## config.mk

```make
export PLATFORM = sky130hd
export DESIGN_NAME = phase_pattern_regs
export DESIGN_NICKNAME = d
export VERILOG_FILES = /design/src/logic/phase_pattern_pkg.sv /design/src/logic/pattern_gen.sv /design/src/logic/phase_pattern_regs.sv
export SDC_FILE = /design/constraint.sdc
export NUM_CORES = 1
export LEC_CHECK = 0
export BUFFER_PORTS_ARGS = -buffer_cell sky130_fd_sc_hd__buf_2
export CAP_MARGIN = 20
export CORE_MARGIN = 1.5
export CORE_UTILIZATION = 48
export CTS_CLUSTER_SIZE = 25
export DETAILED_ROUTE_END_ITERATION = 12
export GPL_TIMING_DRIVEN = 0
export PLACE_DENSITY = 0.86
export SYNTH_ARGS = -nofsm -noshare
export SYNTH_HDL_FRONTEND = slang
export SYNTH_SLANG_ARGS = --single-unit
```

## constraint.sdc

```tcl
create_clock -name MCLK -period 1.75 [get_ports MCLK]
set_input_delay 0.175 -clock MCLK [delete_from_list [all_inputs] [get_ports MCLK]]
set_output_delay 0.175 -clock MCLK [all_outputs]
set_load 0.02 [all_outputs]
```

## src/logic/phase_pattern_pkg.sv

```systemverilog
/*
 Package: register addresses, field positions, power-on values and
 test-pattern words for the clock-phase and test-pattern register bank.
 Assumes a 16-bit write word and a 4-bit register address from the serial port.
*/
package phase_pattern_pkg;
   localparam logic [3:0] ADDR_FINE_PHASE = 4'hD;
   localparam logic [3:0] ADDR_COARSE_PHASE = 4'hE;
   localparam logic [3:0] ADDR_PATTERN_CTRL = 4'hF;
   localparam logic [15:0] FINE_PHASE_POR = 16'h007F;
   localparam logic [15:0] COARSE_PHASE_POR = 16'h03FF;
   localparam logic [15:0] PATTERN_CTRL_POR = 16'hF7FF;
   localparam int FINE_MAG_HI = 15;
   localparam int FINE_MAG_LO = 7;
   localparam int PHASE_EN_BIT = 15;
   localparam int COARSE_MAG_HI = 14;
   localparam int COARSE_MAG_LO = 11;
   localparam int SLOW_CLK_BIT = 10;
   localparam int PATTERN_EN_BIT = 11;
   localparam int SER_BITS = 24;
   localparam logic [4:0] SER_BITS_M1 = 5'h17;
   localparam int ADDR_FIELD_HI = 19;
   localparam int ADDR_FIELD_LO = 16;
   localparam int DATA_FIELD_HI = 15;
   localparam int DATA_FIELD_LO = 0;
   localparam int PATTERN_DELAY = 10;
   localparam logic [3:0] PATTERN_DELAY_CNT = 4'hA;
   localparam logic [3:0] PATTERN_LEN = 4'h9;
   localparam logic [9:0] PATTERN_SEQ = 10'h14A;
   localparam logic [7:0] PORT_A_WORD = 8'h01;
   localparam logic [7:0] PORT_B_WORD = 8'h02;
   localparam logic [7:0] PORT_C_WORD = 8'h03;
   localparam logic [7:0] PORT_D_WORD = 8'h04;

   typedef struct packed {
      logic [7:0] port_a;
      logic [7:0] port_b;
      logic [7:0] port_c;
      logic [7:0] port_d;
      logic out_of_range;
   } sample_out_t;

   typedef struct packed {
      logic phase_adjust_enable;
      logic [3:0] coarse_delay_magnitude;
      logic [8:0] fine_delay_magnitude;
      logic slow_sample_clock_select;
   } phase_cfg_t;
endpackage

```

## src/logic/pattern_gen.sv

```systemverilog
/*
 Test-pattern generator: steps through the repeating word sequence.
 Assumes it is advanced once per output sample by the owner.
*/
`timescale 1ns/1ns
`default_nettype none
module pattern_gen
   import phase_pattern_pkg::*;
(
   input wire logic clk,
   input wire logic rst_b,
   input wire logic run,
   output sample_out_t word
);
   logic [3:0] step_reg;
   logic [3:0] step_next;
   logic inv;
   assign step_next = (!run || step_reg == PATTERN_LEN) ? 4'h0 : step_reg + 4'h1;
   assign inv = PATTERN_SEQ[step_reg];
   // Complement alternation with OR flag
   assign word = '{port_a: inv ? ~PORT_A_WORD : PORT_A_WORD,
                   port_b: inv ? ~PORT_B_WORD : PORT_B_WORD,
                   port_c: inv ? ~PORT_C_WORD : PORT_C_WORD,
                   port_d: inv ? ~PORT_D_WORD : PORT_D_WORD,
                   out_of_range: inv};
   always_ff @(posedge clk or negedge rst_b) begin
      if (!rst_b) begin
         step_reg <= 4'h0;
      end else begin
         step_reg <= step_next;
      end
   end
endmodule
`default_nettype wire

```

## src/logic/phase_pattern_regs.sv

```systemverilog
/*
 Write-only clock-phase and test-pattern registers with the output mux.
 Assumes SCLK/SCS_B/SDATA from a host, asynchronous to MCLK; MCLK paces output words.
*/
`timescale 1ns/1ns
`default_nettype none
module phase_pattern_regs
   import phase_pattern_pkg::*;
(
   input wire logic MCLK,
   input wire logic RST_B,
   input wire logic SCLK,
   input wire logic SCS_B,
   input wire logic SDATA,
   input wire logic DDR_MODE,
   input wire logic [7:0] CORE_A,
   input wire logic [7:0] CORE_B,
   input wire logic [7:0] CORE_C,
   input wire logic [7:0] CORE_D,
   input wire logic CORE_OR,
   output logic [7:0] PORT_A,
   output logic [7:0] PORT_B,
   output logic [7:0] PORT_C,
   output logic [7:0] PORT_D,
   output logic OUT_OF_RANGE,
   output logic PHASE_ADJUST_ENABLE,
   output logic [8:0] FINE_DELAY_MAGNITUDE,
   output logic [3:0] COARSE_DELAY_MAGNITUDE,
   output logic SLOW_SAMPLE_CLOCK_SELECT,
   output logic PATTERN_OUTPUT_ENABLE
);
   // Pin synchronisers: two stages each, then an edge stage for SCLK and SCS_B only
   logic [2:0] sclk_sync_reg;
   logic [2:0] sclk_sync_next;
   logic [2:0] scs_sync_reg;
   logic [2:0] scs_sync_next;
   logic [1:0] sdata_sync_reg;
   logic [1:0] sdata_sync_next;
   logic sclk_rise;
   logic frame_end;
   logic frame_open;
   logic sample_bit;

   // Serial capture
   logic [SER_BITS-1:0] shift_reg;
   logic [SER_BITS-1:0] shift_next;
   logic [4:0] bit_cnt_reg;
   logic [4:0] bit_cnt_next;
   logic frame_full;
   logic shift_en;

   // Write decode
   logic [3:0] wr_addr;
   logic [15:0] wr_data;
   logic wr_valid;
   logic wr_fine;
   logic wr_coarse;
   logic wr_pattern;

   // Stored words
   logic [15:0] fine_reg;
   logic [15:0] fine_next;
   logic [15:0] coarse_reg;
   logic [15:0] coarse_next;
   logic [15:0] pattern_reg;
   logic [15:0] pattern_next;

   // Pattern switch-over
   logic [3:0] delay_reg;
   logic [3:0] delay_next;
   logic delay_done;
   logic pattern_on_reg;
   logic pattern_on_next;

   // Output selection
   phase_cfg_t cfg;
   sample_out_t gen_word;
   sample_out_t core_word;
   sample_out_t out_word;

   assign sclk_sync_next = {sclk_sync_reg[1:0], SCLK};
   assign scs_sync_next = {scs_sync_reg[1:0], SCS_B};
   assign sdata_sync_next = {sdata_sync_reg[0], SDATA};
   assign sclk_rise = sclk_sync_reg[1] && !sclk_sync_reg[2];
   assign frame_end = scs_sync_reg[1] && !scs_sync_reg[2];
   assign frame_open = !scs_sync_reg[1];
   assign sample_bit = sdata_sync_reg[1];

   // MSB first, 24 bits per frame; extra clocks ignored
   assign frame_full = bit_cnt_reg == SER_BITS_M1 + 5'h1;
   assign shift_en = frame_open && sclk_rise && !frame_full;
   assign shift_next = shift_en ? {shift_reg[SER_BITS-2:0], sample_bit} : shift_reg;
   assign bit_cnt_next = !frame_open ? 5'h0 : (shift_en ? bit_cnt_reg + 5'h1 : bit_cnt_reg);

   // Short frames are dropped
   assign wr_valid = frame_end && frame_full;
   assign wr_addr = shift_reg[ADDR_FIELD_HI:ADDR_FIELD_LO];
   assign wr_data = shift_reg[DATA_FIELD_HI:DATA_FIELD_LO];
   assign wr_fine = wr_valid && wr_addr == ADDR_FINE_PHASE;
   assign wr_coarse = wr_valid && wr_addr == ADDR_COARSE_PHASE;
   assign wr_pattern = wr_valid && wr_addr == ADDR_PATTERN_CTRL;

   // Whole words kept; reserved bits stored as written
   assign fine_next = wr_fine ? wr_data : fine_reg;
   assign coarse_next = wr_coarse ? wr_data : coarse_reg;
   assign pattern_next = wr_pattern ? wr_data : pattern_reg;

   // Enable gates both magnitudes
   assign cfg.phase_adjust_enable = coarse_reg[PHASE_EN_BIT];
   assign cfg.fine_delay_magnitude = cfg.phase_adjust_enable ? fine_reg[FINE_MAG_HI:FINE_MAG_LO] : 9'h000;
   assign cfg.coarse_delay_magnitude =
      cfg.phase_adjust_enable ? coarse_reg[COARSE_MAG_HI:COARSE_MAG_LO] : 4'h0;
   assign cfg.slow_sample_clock_select = coarse_reg[SLOW_CLK_BIT];

   // Delay restarts on every pattern-register write
   assign delay_next = wr_pattern ? PATTERN_DELAY_CNT : (delay_reg != 4'h0 ? delay_reg - 4'h1 : 4'h0);
   assign delay_done = delay_reg == 4'h1;
   assign pattern_on_next = delay_done ? pattern_reg[PATTERN_EN_BIT] : pattern_on_reg;

   // One word per output clock regardless of DDR_MODE
   assign core_word = '{CORE_A, CORE_B, CORE_C, CORE_D, CORE_OR};
   assign out_word = pattern_on_reg ? gen_word : core_word;

   pattern_gen u_gen (
      .clk(MCLK),
      .rst_b(RST_B),
      .run(pattern_on_reg),
      .word(gen_word)
   );

   always_ff @(posedge MCLK or negedge RST_B) begin
      if (!RST_B) begin
         sclk_sync_reg <= 3'h0;
         scs_sync_reg <= 3'h7;
         sdata_sync_reg <= 2'h0;
      end else begin
         sclk_sync_reg <= sclk_sync_next;
         scs_sync_reg <= scs_sync_next;
         sdata_sync_reg <= sdata_sync_next;
      end
   end

   always_ff @(posedge MCLK or negedge RST_B) begin
      if (!RST_B) begin
         shift_reg <= '0;
         bit_cnt_reg <= 5'h0;
      end else begin
         shift_reg <= shift_next;
         bit_cnt_reg <= bit_cnt_next;
      end
   end

   always_ff @(posedge MCLK or negedge RST_B) begin
      if (!RST_B) begin
         fine_reg <= FINE_PHASE_POR;
         coarse_reg <= COARSE_PHASE_POR;
         pattern_reg <= PATTERN_CTRL_POR;
      end else begin
         fine_reg <= fine_next;
         coarse_reg <= coarse_next;
         pattern_reg <= pattern_next;
      end
   end

   always_ff @(posedge MCLK or negedge RST_B) begin
      if (!RST_B) begin
         delay_reg <= 4'h0;
         pattern_on_reg <= 1'b0;
      end else begin
         delay_reg <= delay_next;
         pattern_on_reg <= pattern_on_next;
      end
   end

   // Data ports and flag
   always_ff @(posedge MCLK or negedge RST_B) begin
      if (!RST_B) begin
         PORT_A <= 8'h00;
         PORT_B <= 8'h00;
         PORT_C <= 8'h00;
         PORT_D <= 8'h00;
         OUT_OF_RANGE <= 1'b0;
         PATTERN_OUTPUT_ENABLE <= 1'b0;
      end else begin
         PORT_A <= out_word.port_a;
         PORT_B <= out_word.port_b;
         PORT_C <= out_word.port_c;
         PORT_D <= out_word.port_d;
         OUT_OF_RANGE <= out_word.out_of_range;
         PATTERN_OUTPUT_ENABLE <= pattern_on_reg;
      end
   end

   // Phase settings
   always_ff @(posedge MCLK or negedge RST_B) begin
      if (!RST_B) begin
         PHASE_ADJUST_ENABLE <= 1'b0;
         FINE_DELAY_MAGNITUDE <= 9'h000;
         COARSE_DELAY_MAGNITUDE <= 4'h0;
         SLOW_SAMPLE_CLOCK_SELECT <= 1'b0;
      end else begin
         PHASE_ADJUST_ENABLE <= cfg.phase_adjust_enable;
         FINE_DELAY_MAGNITUDE <= cfg.fine_delay_magnitude;
         COARSE_DELAY_MAGNITUDE <= cfg.coarse_delay_magnitude;
         SLOW_SAMPLE_CLOCK_SELECT <= cfg.slow_sample_clock_select;
      end
   end
endmodule
`default_nettype wire

```

==> results.sh, run 1 <==
export IMPL_num_rows=32
export IMPL_peakVddDrop_uv=648
export IMPL_grt_pass1_vias=2794
export IMPL_via_count=2557
export IMPL_overflow=0
export IMPL_holdCritPathClass="primary input to register"
export IMPL_synthDistinctLibCells=35
export IMPL_drv_slew=0
export IMPL_crit_buf_inv=1
export IMPL_drive_gt1_share_pct=43.7
export IMPL_cap_violations=0
export IMPL_cts_tree="done"
export IMPL_cp_arrival_ns=2.05
export IMPL_crit_chain="nand4b_4 -> nor4b_4 -> buf_4 -> mux2_2"
export IMPL_dieWidth_um=93.6
export IMPL_seq_power_share_pct=59.1
export IMPL_post_dp_cell_area_sq_um=4530
export IMPL_crit_path_start_kind="register"
export IMPL_ys_seq_elements=107
export IMPL_internal_power_mw=3.38
export IMPL_synth_nets=305
export IMPL_drt_iter0_drc=88
export IMPL_place_gp_congestion=0.734
export IMPL_finalInstanceArea_sq_um=5210
export IMPL_violations="setup timing"
export IMPL_fin_crit_ns=1.78
export IMPL_firstDrtPassIters=4
export IMPL_cts_buffers=9
export IMPL_reg2reg_depth=4
export IMPL_relSlewSlack_pct=54.8
export IMPL_dieArea_sq_um=8760
export IMPL_multi_input_area_sq_um=1280
export IMPL_syn_area_sq_um=3940
export IMPL_synth_ff_type="dfrtp_1"
export IMPL_tightest_slew_ns=0.678
export IMPL_antenna_found_initial=0
export IMPL_cts_max_path_buffers=2
export IMPL_cts_sinks=107
export IMPL_routedWlPerCell_um=16.0
export IMPL_critPathKind="register to register"
export IMPL_coreArea_sq_um=7850
export IMPL_max_freq_mhz=561
export IMPL_combPwrFrac_pct=9.2
export IMPL_p_leak_nw=2.62
export IMPL_holdCritStartpoint="CORE_D[5]"
export IMPL_status="finished, violations left"
export IMPL_end_kind="register"
export IMPL_path_clk_slew_ns=0.11
export IMPL_place_port_buffers=86
export IMPL_rsz0062_at_grt="true"
export IMPL_vias_per_cell=5.02
export IMPL_insertion_delay_ns=0.37
export IMPL_setup_ws_ns=-0.0328
export IMPL_register_area_sq_um=2680
export IMPL_grt_max_degree=55
export IMPL_postRouteAntennaNets=0
export IMPL_syn_to_final_growth_pct=32.2
export IMPL_critical_path_max_fanout=4
export IMPL_largest_reg_flops=20
export IMPL_drc=0
export IMPL_hold_depth=2
export IMPL_die_h_um=93.6
export IMPL_r2r_slack_ns=-0.03
export IMPL_hpwl_um=4810
export IMPL_place_ws_ns=-0.262
export IMPL_cts_root_buf="clkbuf_8"
export IMPL_clock_skew_ns=0.0102
export IMPL_async_flop_share_pct=100
export IMPL_power_frac_clock_pct=31.7
export IMPL_hold_viol_final=0
export IMPL_cts_max_level=3
export IMPL_synth_area_per_cell_sq_um=15.1
export IMPL_initial_core_util_pct=50.2
export IMPL_fin_crit_sh_pct=102
export IMPL_num_fill_cells=552
export IMPL_r2r_start="scs_sync_reg[1]"
export IMPL_swShare_pct=25.3
export IMPL_worst_r2r_endpoint="fine_reg[7]"
export IMPL_power_density_nw_per_um2=870
export IMPL_whs_endpoint="PORT_D[5]"
export IMPL_synth_cells=261
export IMPL_diodes=0
export IMPL_io_pins=88
export IMPL_power_switching_mw=1.15
export IMPL_fin_util_pct=66.4
export IMPL_synth_warnings=0
export IMPL_synth_seq_area_share_pct=68.0
export IMPL_cp_top_family="flip-flops"
export IMPL_grt_first_pass_wirelength_um=13200
export IMPL_setup_viol=4
export IMPL_critPathRequiredTime_ns=2.02
export IMPL_critPathMaxStageDelay_ns=0.60
export IMPL_slowest_stage="dfstp_2"
export IMPL_synth_edf_count=0
export IMPL_nNetsFinal=446
export IMPL_drt_wl_total_um=8160
export IMPL_grt_util_all_layers_pct=19.8
power groups by stage:
stage	clock network [mW]	logic, mW	registers [mW]
after floorplan	0	0.133	2.76
after global placement	0	0.322	2.72
after detailed placement	0	0.341	2.73
after CTS	1.45	0.401	2.68
after global routing	1.56	0.457	2.70
final	1.44	0.418	2.68
worst register-to-register path, delay by kind of cell (launching register included):
family,cells,cell delay (ns)
simple gates,2,0.54
buf+inv,1,0.21
mux,1,0.33
flops,1,0.60
Yosys cell counts (all sizes together), types with 2 or more instances:
| cell type | instances | area (sq um) |
|---|---|---|
| and2 | 13 | 81.3 |
| nor3 | 4 | 20.0 |
| clkbuf | 4 | 15.0 |
| a21oi | 4 | 20.0 |
| inv | 6 | 22.5 |
| ha | 5 | 62.6 |
| mux2 | 38 | 428 |
| dfstp | 3 | 78.8 |
| buf | 5 | 23.8 |
| o21a | 33 | 248 |
| o21ai | 5 | 25.0 |
| nor2 | 4 | 15.0 |
| nand3b | 3 | 22.5 |
| nand4b | 2 | 38.8 |
| nand3 | 2 | 10.0 |
| dfrtp | 104 | 2600 |
| nand2b | 7 | 51.3 |
| nand2 | 3 | 11.3 |
| mux2i | 2 | 20.0 |
| or3b | 3 | 26.3 |
cell type report:
type	count	share of cell area, %
clock inverters	6	1.06
plain buffers	9	1.06
well taps	102	2.45
clock buffers	10	2.45
flip-flops and latches	107	51.5
repair buffers	130	16.5
multi-input cells	139	24.6
inverters	6	0.432
through the flow:
step / power (mW) / hold slack (ns) / std cells / TNS [ns]
CTS: 4.53 / 0.000567 / 504 / -0.0562
finish: 4.53 / 0.0203 / 509 / -0.0983
global route: 4.71 / 0.000541 / 509 / -0.700
global placement: 3.04 / 0.284 / 449 / -59.25
floorplan: 2.89 / -0.121 / 261 / -0.256
detailed placement: 3.07 / 0.261 / 450 / -4.32
logic make-up (layout without fill, tap and decap cells):
group,count (synthesis),in the layout,share of synthesized area [%]
compound gates,46,46,8.25
simple gates,48,48,9.21
flops,107,107,68.0
buf+inv,15,161,1.56
fa+ha+maj,5,5,1.59
mux,40,40,11.4
placed cells by master, fill, tap and decap left out, types with 2 or more instances in the layout:
master,netlist,final
clkbuf_8,0,9
dlygate4sd3_1,0,27
buf_2,4,87
a21oi_1,4,4
nor3_1,4,3
dfstp_2,3,3
o21ai_0,5,5
mux2_4,0,12
ha_1,5,4
or3b_2,3,3
inv_1,6,4
nand2b_1,6,6
and2_1,13,13
nand3b_1,3,3
clkinv_4,0,2
dfrtp_1,104,104
inv_6,0,3
nand2_1,3,3
buf_4,0,15
inv_2,0,2
buf_6,0,3
nand3_1,2,2
o21a_1,33,33
mux2i_1,2,2
nand4b_4,1,2
nor2_1,4,4
clkbuf_1,4,5
mux2_2,35,26
routing by layer:
layer  track usage [%]  share of wire (%)  vias to the layer above
met3              6.26                7.0                       14
met4              7.71                1.5                        0
met5                 0                  0                        -
met1              23.8                 42                     1265
met2              33.2                 49                       92
li1                  -                  -                     1186
worst max path at each step:
| stage | from | end | depth (start not counted) |
|---|---|---|---|
| 6_report | scs_sync_reg[1] | fine_reg[7] | 4 |
| 5_1_grt | scs_sync_reg[1] | fine_reg[9] | 4 |
| 4_1_cts | bit_cnt_reg[1] | coarse_reg[15] | 7 |
| 3_5_place_dp | scs_sync_reg[1] | fine_reg[12] | 3 |
| 3_3_place_gp | RST_B | PORT_A[0] | 1 |
| 2_1_floorplan | bit_cnt_reg[0] | fine_reg[10] | 5 |
repair_timing:
| action | 4_1_cts | 5_1_grt |
|---|---|---|
| resized for setup | 10 | 18 |
| hold buffers | 26 | 1 |
| gates cloned | 1 | 0 |
| buffers inserted | 11 | 4 |
| endpoints found under the setup margin | 49 | 35 |
| pin swaps | 5 | 4 |
| endpoints found under the hold margin | 75 | 1 |
Power figures use the tool's default switching activity.
==> inputs of run 2 (changes only) <==
Settings changed: BUFFER_PORTS_ARGS -buffer_cell sky130_fd_sc_hd__buf_2 to not set, CORE_UTILIZATION 48 to 56, DONT_BUFFER_PORTS set to 1, PLACE_DENSITY 0.86 to 0.85.
==> run 2 against run 1 <==
Compared with the run above:
- the flow finishes with violations (hold timing, setup timing)
- sequential share of layout area grew 4.3 points
- non-clock buffer count shrank 83
- global-route usage up 1.0 points
==> results.sh, run 2 (synthesized netlist as in run 1, its figures left out) <==
export IMPL_status="finished, violations left"
export IMPL_violations="hold timing, setup timing"
export IMPL_place_ws_ns=-0.283
export IMPL_via_count=2215
export IMPL_tightest_slew_ns=0.474
export IMPL_vias_per_cell=5.27
export IMPL_initial_core_util_pct=58.0
export IMPL_cp_top_family="simple AND/OR/NAND/NOR gates"
export IMPL_postRouteAntennaNets=0
export IMPL_cts_buffers=9
export IMPL_end_kind="register"
export IMPL_cp_arrival_ns=2.05
export IMPL_reg2reg_depth=6
export IMPL_die_h_um=86.9
export IMPL_slowest_stage="dfrtp_1"
export IMPL_fin_crit_sh_pct=102
export IMPL_cts_sinks=107
export IMPL_fin_crit_ns=1.79
export IMPL_hold_slack_ns=-0.494
export IMPL_cts_root_buf="clkbuf_8"
export IMPL_max_freq_mhz=558
export IMPL_holdCritPathClass="primary input to asynchronous set/reset pin"
export IMPL_largest_reg_flops=20
export IMPL_dieArea_sq_um=7550
export IMPL_worst_r2r_endpoint="fine_reg[13]"
export IMPL_crit_path_start_kind="register"
export IMPL_overflow=0
export IMPL_finalInstanceArea_sq_um=4810
export IMPL_dieWidth_um=86.9
export IMPL_grt_first_pass_wirelength_um=11600
export IMPL_peakVddDrop_uv=655
export IMPL_critPathKind="register to register"
export IMPL_critical_path_max_fanout=8
export IMPL_setup_ws_ns=-0.0433
export IMPL_post_dp_cell_area_sq_um=4060
export IMPL_io_pins=88
export IMPL_drc=0
export IMPL_critPathRequiredTime_ns=2.00
export IMPL_layout_commonest_cell="dfrtp_1"
export IMPL_drv_slew=0
export IMPL_power_density_nw_per_um2=959
export IMPL_place_port_buffers=0
export IMPL_critPathMaxStageDelay_ns=0.41
export IMPL_r2r_slack_ns=-0.04
export IMPL_grt_pass1_vias=2377
export IMPL_drt_iter0_drc=63
export IMPL_clock_skew_ns=0.0121
export IMPL_hpwl_um=4030
export IMPL_cts_tree="done"
export IMPL_diodes=0
export IMPL_rsz0062_at_grt="true"
export IMPL_power_mw=4.61
export IMPL_cts_hold_buffers_added=36
export IMPL_hold_viol_final=107
export IMPL_num_rows=30
export IMPL_syn_to_final_growth_pct=22.1
export IMPL_r2r_start="bit_cnt_reg[1]"
export IMPL_insertion_delay_ns=0.36
export IMPL_nNetsFinal=363
export IMPL_firstDrtPassIters=4
export IMPL_relSlewSlack_pct=68.4
export IMPL_drt_wl_total_um=7250
export IMPL_routedWlPerCell_um=17.3
export IMPL_cts_max_path_buffers=2
export IMPL_crit_chain="inv_2 -> ha_4 -> nand4b_4 -> nor4b_4 -> buf_6 -> mux2_1"
export IMPL_fin_util_pct=70.8
export IMPL_coreArea_sq_um=6790
export IMPL_antenna_found_initial=0
export IMPL_grt_util_all_layers_pct=20.8
export IMPL_setup_viol=8
export IMPL_cts_max_level=3
export IMPL_crit_buf_inv=2
export IMPL_cap_violations=0
export IMPL_final_cell_mix="dfrtp_1 (104), dlygate4sd3_1 (36), o21a_1 (33)"
export IMPL_place_gp_congestion=0.768
export IMPL_p_leak_nw=2.23
export IMPL_grt_max_degree=108
export IMPL_path_clk_slew_ns=0.10
export IMPL_drive_gt1_share_pct=25.6
[run 2: cell types whose count changed in the layout (fill, tap and decap cells not counted), sizes merged]
cell / previous run / this run
buf: 108 / 16
inv: 10 / 8
clkinv: 2 / 0
clkbuf: 14 / 15
clkinvlp: 0 / 1
dlygate4sd3: 27 / 36
bufinv: 0 / 2
[run 2: worst register-to-register path, cell delays in order, from the launching register on]
cell	delay [ns]
dfrtp_1	0.41
inv_2	0.08
ha_4	0.14
nand4b_4	0.19
nor4b_4	0.35
buf_6	0.21
mux2_1	0.32
[run 2: worst max path at each step]
stage,from,end,slack (ns),cells after the start
floorplan,bit_cnt_reg[0],fine_reg[10],-0.04,5
global placement,scs_sync_reg[1],fine_reg[8],-0.25,3
detailed placement,bit_cnt_reg[0],fine_reg[7],-0.28,5
CTS,bit_cnt_reg[0],fine_reg[7],-0.03,6
global route,bit_cnt_reg[0],fine_reg[14],-0.11,6
finish,bit_cnt_reg[1],fine_reg[13],-0.04,6
[run 2: routing by layer]
layer	routed length, um	global-route usage, %
met1	2900	25.3
met4	131	8.94
met3	502	7.20
met5	0	0
met2	3710	33.9
[run 2: area by class of cell]
type	instances	area, sq um
buffer	9	41.3
clock buffer	11	131
clock inverter	5	87.6
fill	416	1980
inverter	6	22.5
multi-input combinational	139	1280
sequential	107	2680
tap	96	120
timing repair buffer	47	450
[run 2: where the power goes]
part | internal (mW) | leakage (nW) | total [mW] | switching [mW]
clock | 0.823 | 0.106 | 1.63 | 0.809
sequential | 2.61 | 1.38 | 2.74 | 0.128
combinational | 0.170 | 0.736 | 0.241 | 0.0707
[run 2: repair_timing]
item                                    in CTS  in global routing
endpoints found under the hold margin      143                107
buffers inserted                             7                  4
endpoints found under the setup margin      59                 33
pin swaps                                    3                  1
gates resized for setup                      6                 17
[run 2: stage by stage]
stage,cells,TNS (ns)
final,420,-0.253
after global routing,420,-1.02
after CTS,416,-0.159
after detailed placement,357,-6.80
after global placement,357,-4.97
after floorplan,261,-0.256
==> inputs of run 3 (changes only) <==
Settings changed: REMOVE_ABC_BUFFERS set to 1.
==> run 3 against run 2 <==
Compared with the run above:
- the flow still finishes with violations (hold timing, setup timing)
- sequential share of layout area up 0.17 points
- first-iteration DRC count up 90%
- largest cell class unchanged
- global-route usage up 0.80 points
==> results.sh, run 3 (synthesized netlist as in run 1, its figures left out) <==
export IMPL_status="finished, violations left"
export IMPL_violations="hold timing, setup timing"
export IMPL_combPwrFrac_pct=5.3
export IMPL_max_freq_mhz=564
export IMPL_antenna_found_initial=0
export IMPL_critPathMaxStageDelay_ns=0.41
export IMPL_cp_arrival_ns=2.04
export IMPL_cts_sinks=107
export IMPL_critPathKind="register to register"
export IMPL_die_h_um=86.9
export IMPL_drc=0
export IMPL_coreArea_sq_um=6790
export IMPL_layout_commonest_cell="dfrtp_1"
export IMPL_power_frac_clock_pct=34.7
export IMPL_place_gp_congestion=0.712
export IMPL_cts_max_path_buffers=2
export IMPL_overflow=0
export IMPL_rsz0062_at_grt="true"
export IMPL_grt_first_pass_wirelength_um=12100
export IMPL_placedCellCount=348
export IMPL_dieArea_sq_um=7550
export IMPL_diodes=0
export IMPL_insertion_delay_ns=0.37
export IMPL_via_count=2264
export IMPL_fin_setup_tns_ns=-0.0567
export IMPL_fin_cells=415
export IMPL_critPathRequiredTime_ns=2.01
export IMPL_vias_per_cell=5.46
export IMPL_power_mw=4.56
export IMPL_dieWidth_um=86.9
export IMPL_nNetsFinal=358
export IMPL_peakVddDrop_uv=497
export IMPL_firstDrtPassIters=5
export IMPL_setup_viol=5
export IMPL_critical_path_max_fanout=5
export IMPL_hpwl_um=3650
export IMPL_grt_util_all_layers_pct=21.6
export IMPL_tightest_slew_ns=0.649
export IMPL_hold_viol_final=107
export IMPL_cts_tree="done"
export IMPL_initial_core_util_pct=58.0
export IMPL_slowest_stage="dfrtp_1"
export IMPL_postRouteAntennaNets=0
export IMPL_largest_reg_flops=20
export IMPL_drv_slew=0
export IMPL_hold_slack_ns=-0.513
export IMPL_cts_buffers=9
export IMPL_cap_violations=0
export IMPL_crit_path_start_kind="register"
export IMPL_crit_chain="inv_2 -> ha_4 -> nand4b_4 -> nor4b_4 -> buf_4 -> mux2_4"
export IMPL_path_clk_slew_ns=0.11
export IMPL_cts_hold_buffers_added=36
export IMPL_grt_max_degree=108
export IMPL_power_switching_mw=1.08
export IMPL_drt_iter0_drc=120
export IMPL_cts_root_buf="clkbuf_8"
export IMPL_num_rows=30
export IMPL_fin_crit_sh_pct=101
export IMPL_holdCritPathClass="primary input to asynchronous set/reset pin"
export IMPL_cts_max_level=3
export IMPL_final_cell_mix="dfrtp_1 (103), dlygate4sd3_1 (36), o21a_1 (33)"
export IMPL_syn_to_final_growth_pct=21.8
export IMPL_place_port_buffers=0
export IMPL_relSlewSlack_pct=56.8
export IMPL_routedWlPerCell_um=18.1
export IMPL_clock_skew_ns=0.0130
export IMPL_power_density_nw_per_um2=950
export IMPL_drive_gt1_share_pct=26.6
export IMPL_end_kind="register"
export IMPL_internal_power_mw=3.48
export IMPL_grt_pass1_vias=2391
export IMPL_swShare_pct=23.7
export IMPL_drt_wl_total_um=7500
export IMPL_setup_ws_ns=-0.0229
export IMPL_seq_power_share_pct=60.0
export IMPL_io_pins=88
export IMPL_p_leak_nw=2.22
export IMPL_fin_crit_ns=1.77
[run 3: metal layers]
layer | share of wire [%] | global-route usage [%] | vias up
li1 | - | - | 1011
met1 | 39 | 24.9 | 1162
met2 | 52 | 35.8 | 80
met3 | 7.3 | 9.48 | 11
met4 | 1.3 | 8.06 | 0
met5 | 0 | 0 | -
[run 3: power groups by stage]
stage          sequential [mW]  clock, mW  combinational, mW
2_1_floorplan             2.76          0              0.131
3_3_place_gp              2.78          0              0.139
3_5_place_dp              2.78          0              0.149
4_1_cts                   2.73       1.60              0.222
5_1_grt                   2.76       1.74              0.261
6_report                  2.74       1.59              0.240
[run 3: what timing repair did]
item                                    4_1_cts  5_1_grt
gates cloned                                  2        1
hold endpoints to repair                    143      107
pin swaps                                     4        2
buffers inserted                              9        3
endpoints found under the setup margin       49       37
gates resized for setup                       6       20
[run 3: critical path, delay by kind of cell (launching register included)]
family / cells / cell delay [ns]
and+or+nand+nor: 2 / 0.51
buffers and inverters: 2 / 0.30
DFF: 1 / 0.41
adders and majority gates: 1 / 0.14
muxes: 1 / 0.31
[run 3: layout make-up]
cell class | instances | area, sq um
Clock inverter | 6 | 80.1
Inverter | 6 | 22.5
Timing Repair Buffer | 49 | 465
Sequential cell | 107 | 2680
Multi-Input combinational cell | 141 | 1300
Clock buffer | 10 | 128
Fill cell | 390 | 1990
Tap cell | 96 | 120
[run 3: through the flow]
stage | setup WS, ns | instance area [sq um] | util, %
after floorplan | -0.342 | 3900 | -
after global placement | -0.942 | 4020 | 59.2
after detailed placement | -0.985 | 4020 | 59.2
after CTS | -0.00418 | 4690 | 69.1
after global routing | -0.105 | 4800 | 70.6
final | -0.0229 | 4800 | 70.6
[run 3: path summary, 6_finish.rpt]
kind	startpoint	end	slack [ns]	cells after the start
setup / recovery	bit_cnt_reg[1]	fine_reg[15]	-0.02	6
hold / removal	RST_B	bit_cnt_reg[4]	-0.51	0
hold reg to reg	sdata_sync_reg[0]	sdata_sync_reg[1]	0.36	0
min in group MCLK	SCS_B	scs_sync_reg[0]	0.35	1
setup reg to reg	bit_cnt_reg[1]	fine_reg[15]	-0.02	6
max in group asynchronous	RST_B	scs_sync_reg[2]	2.06	0
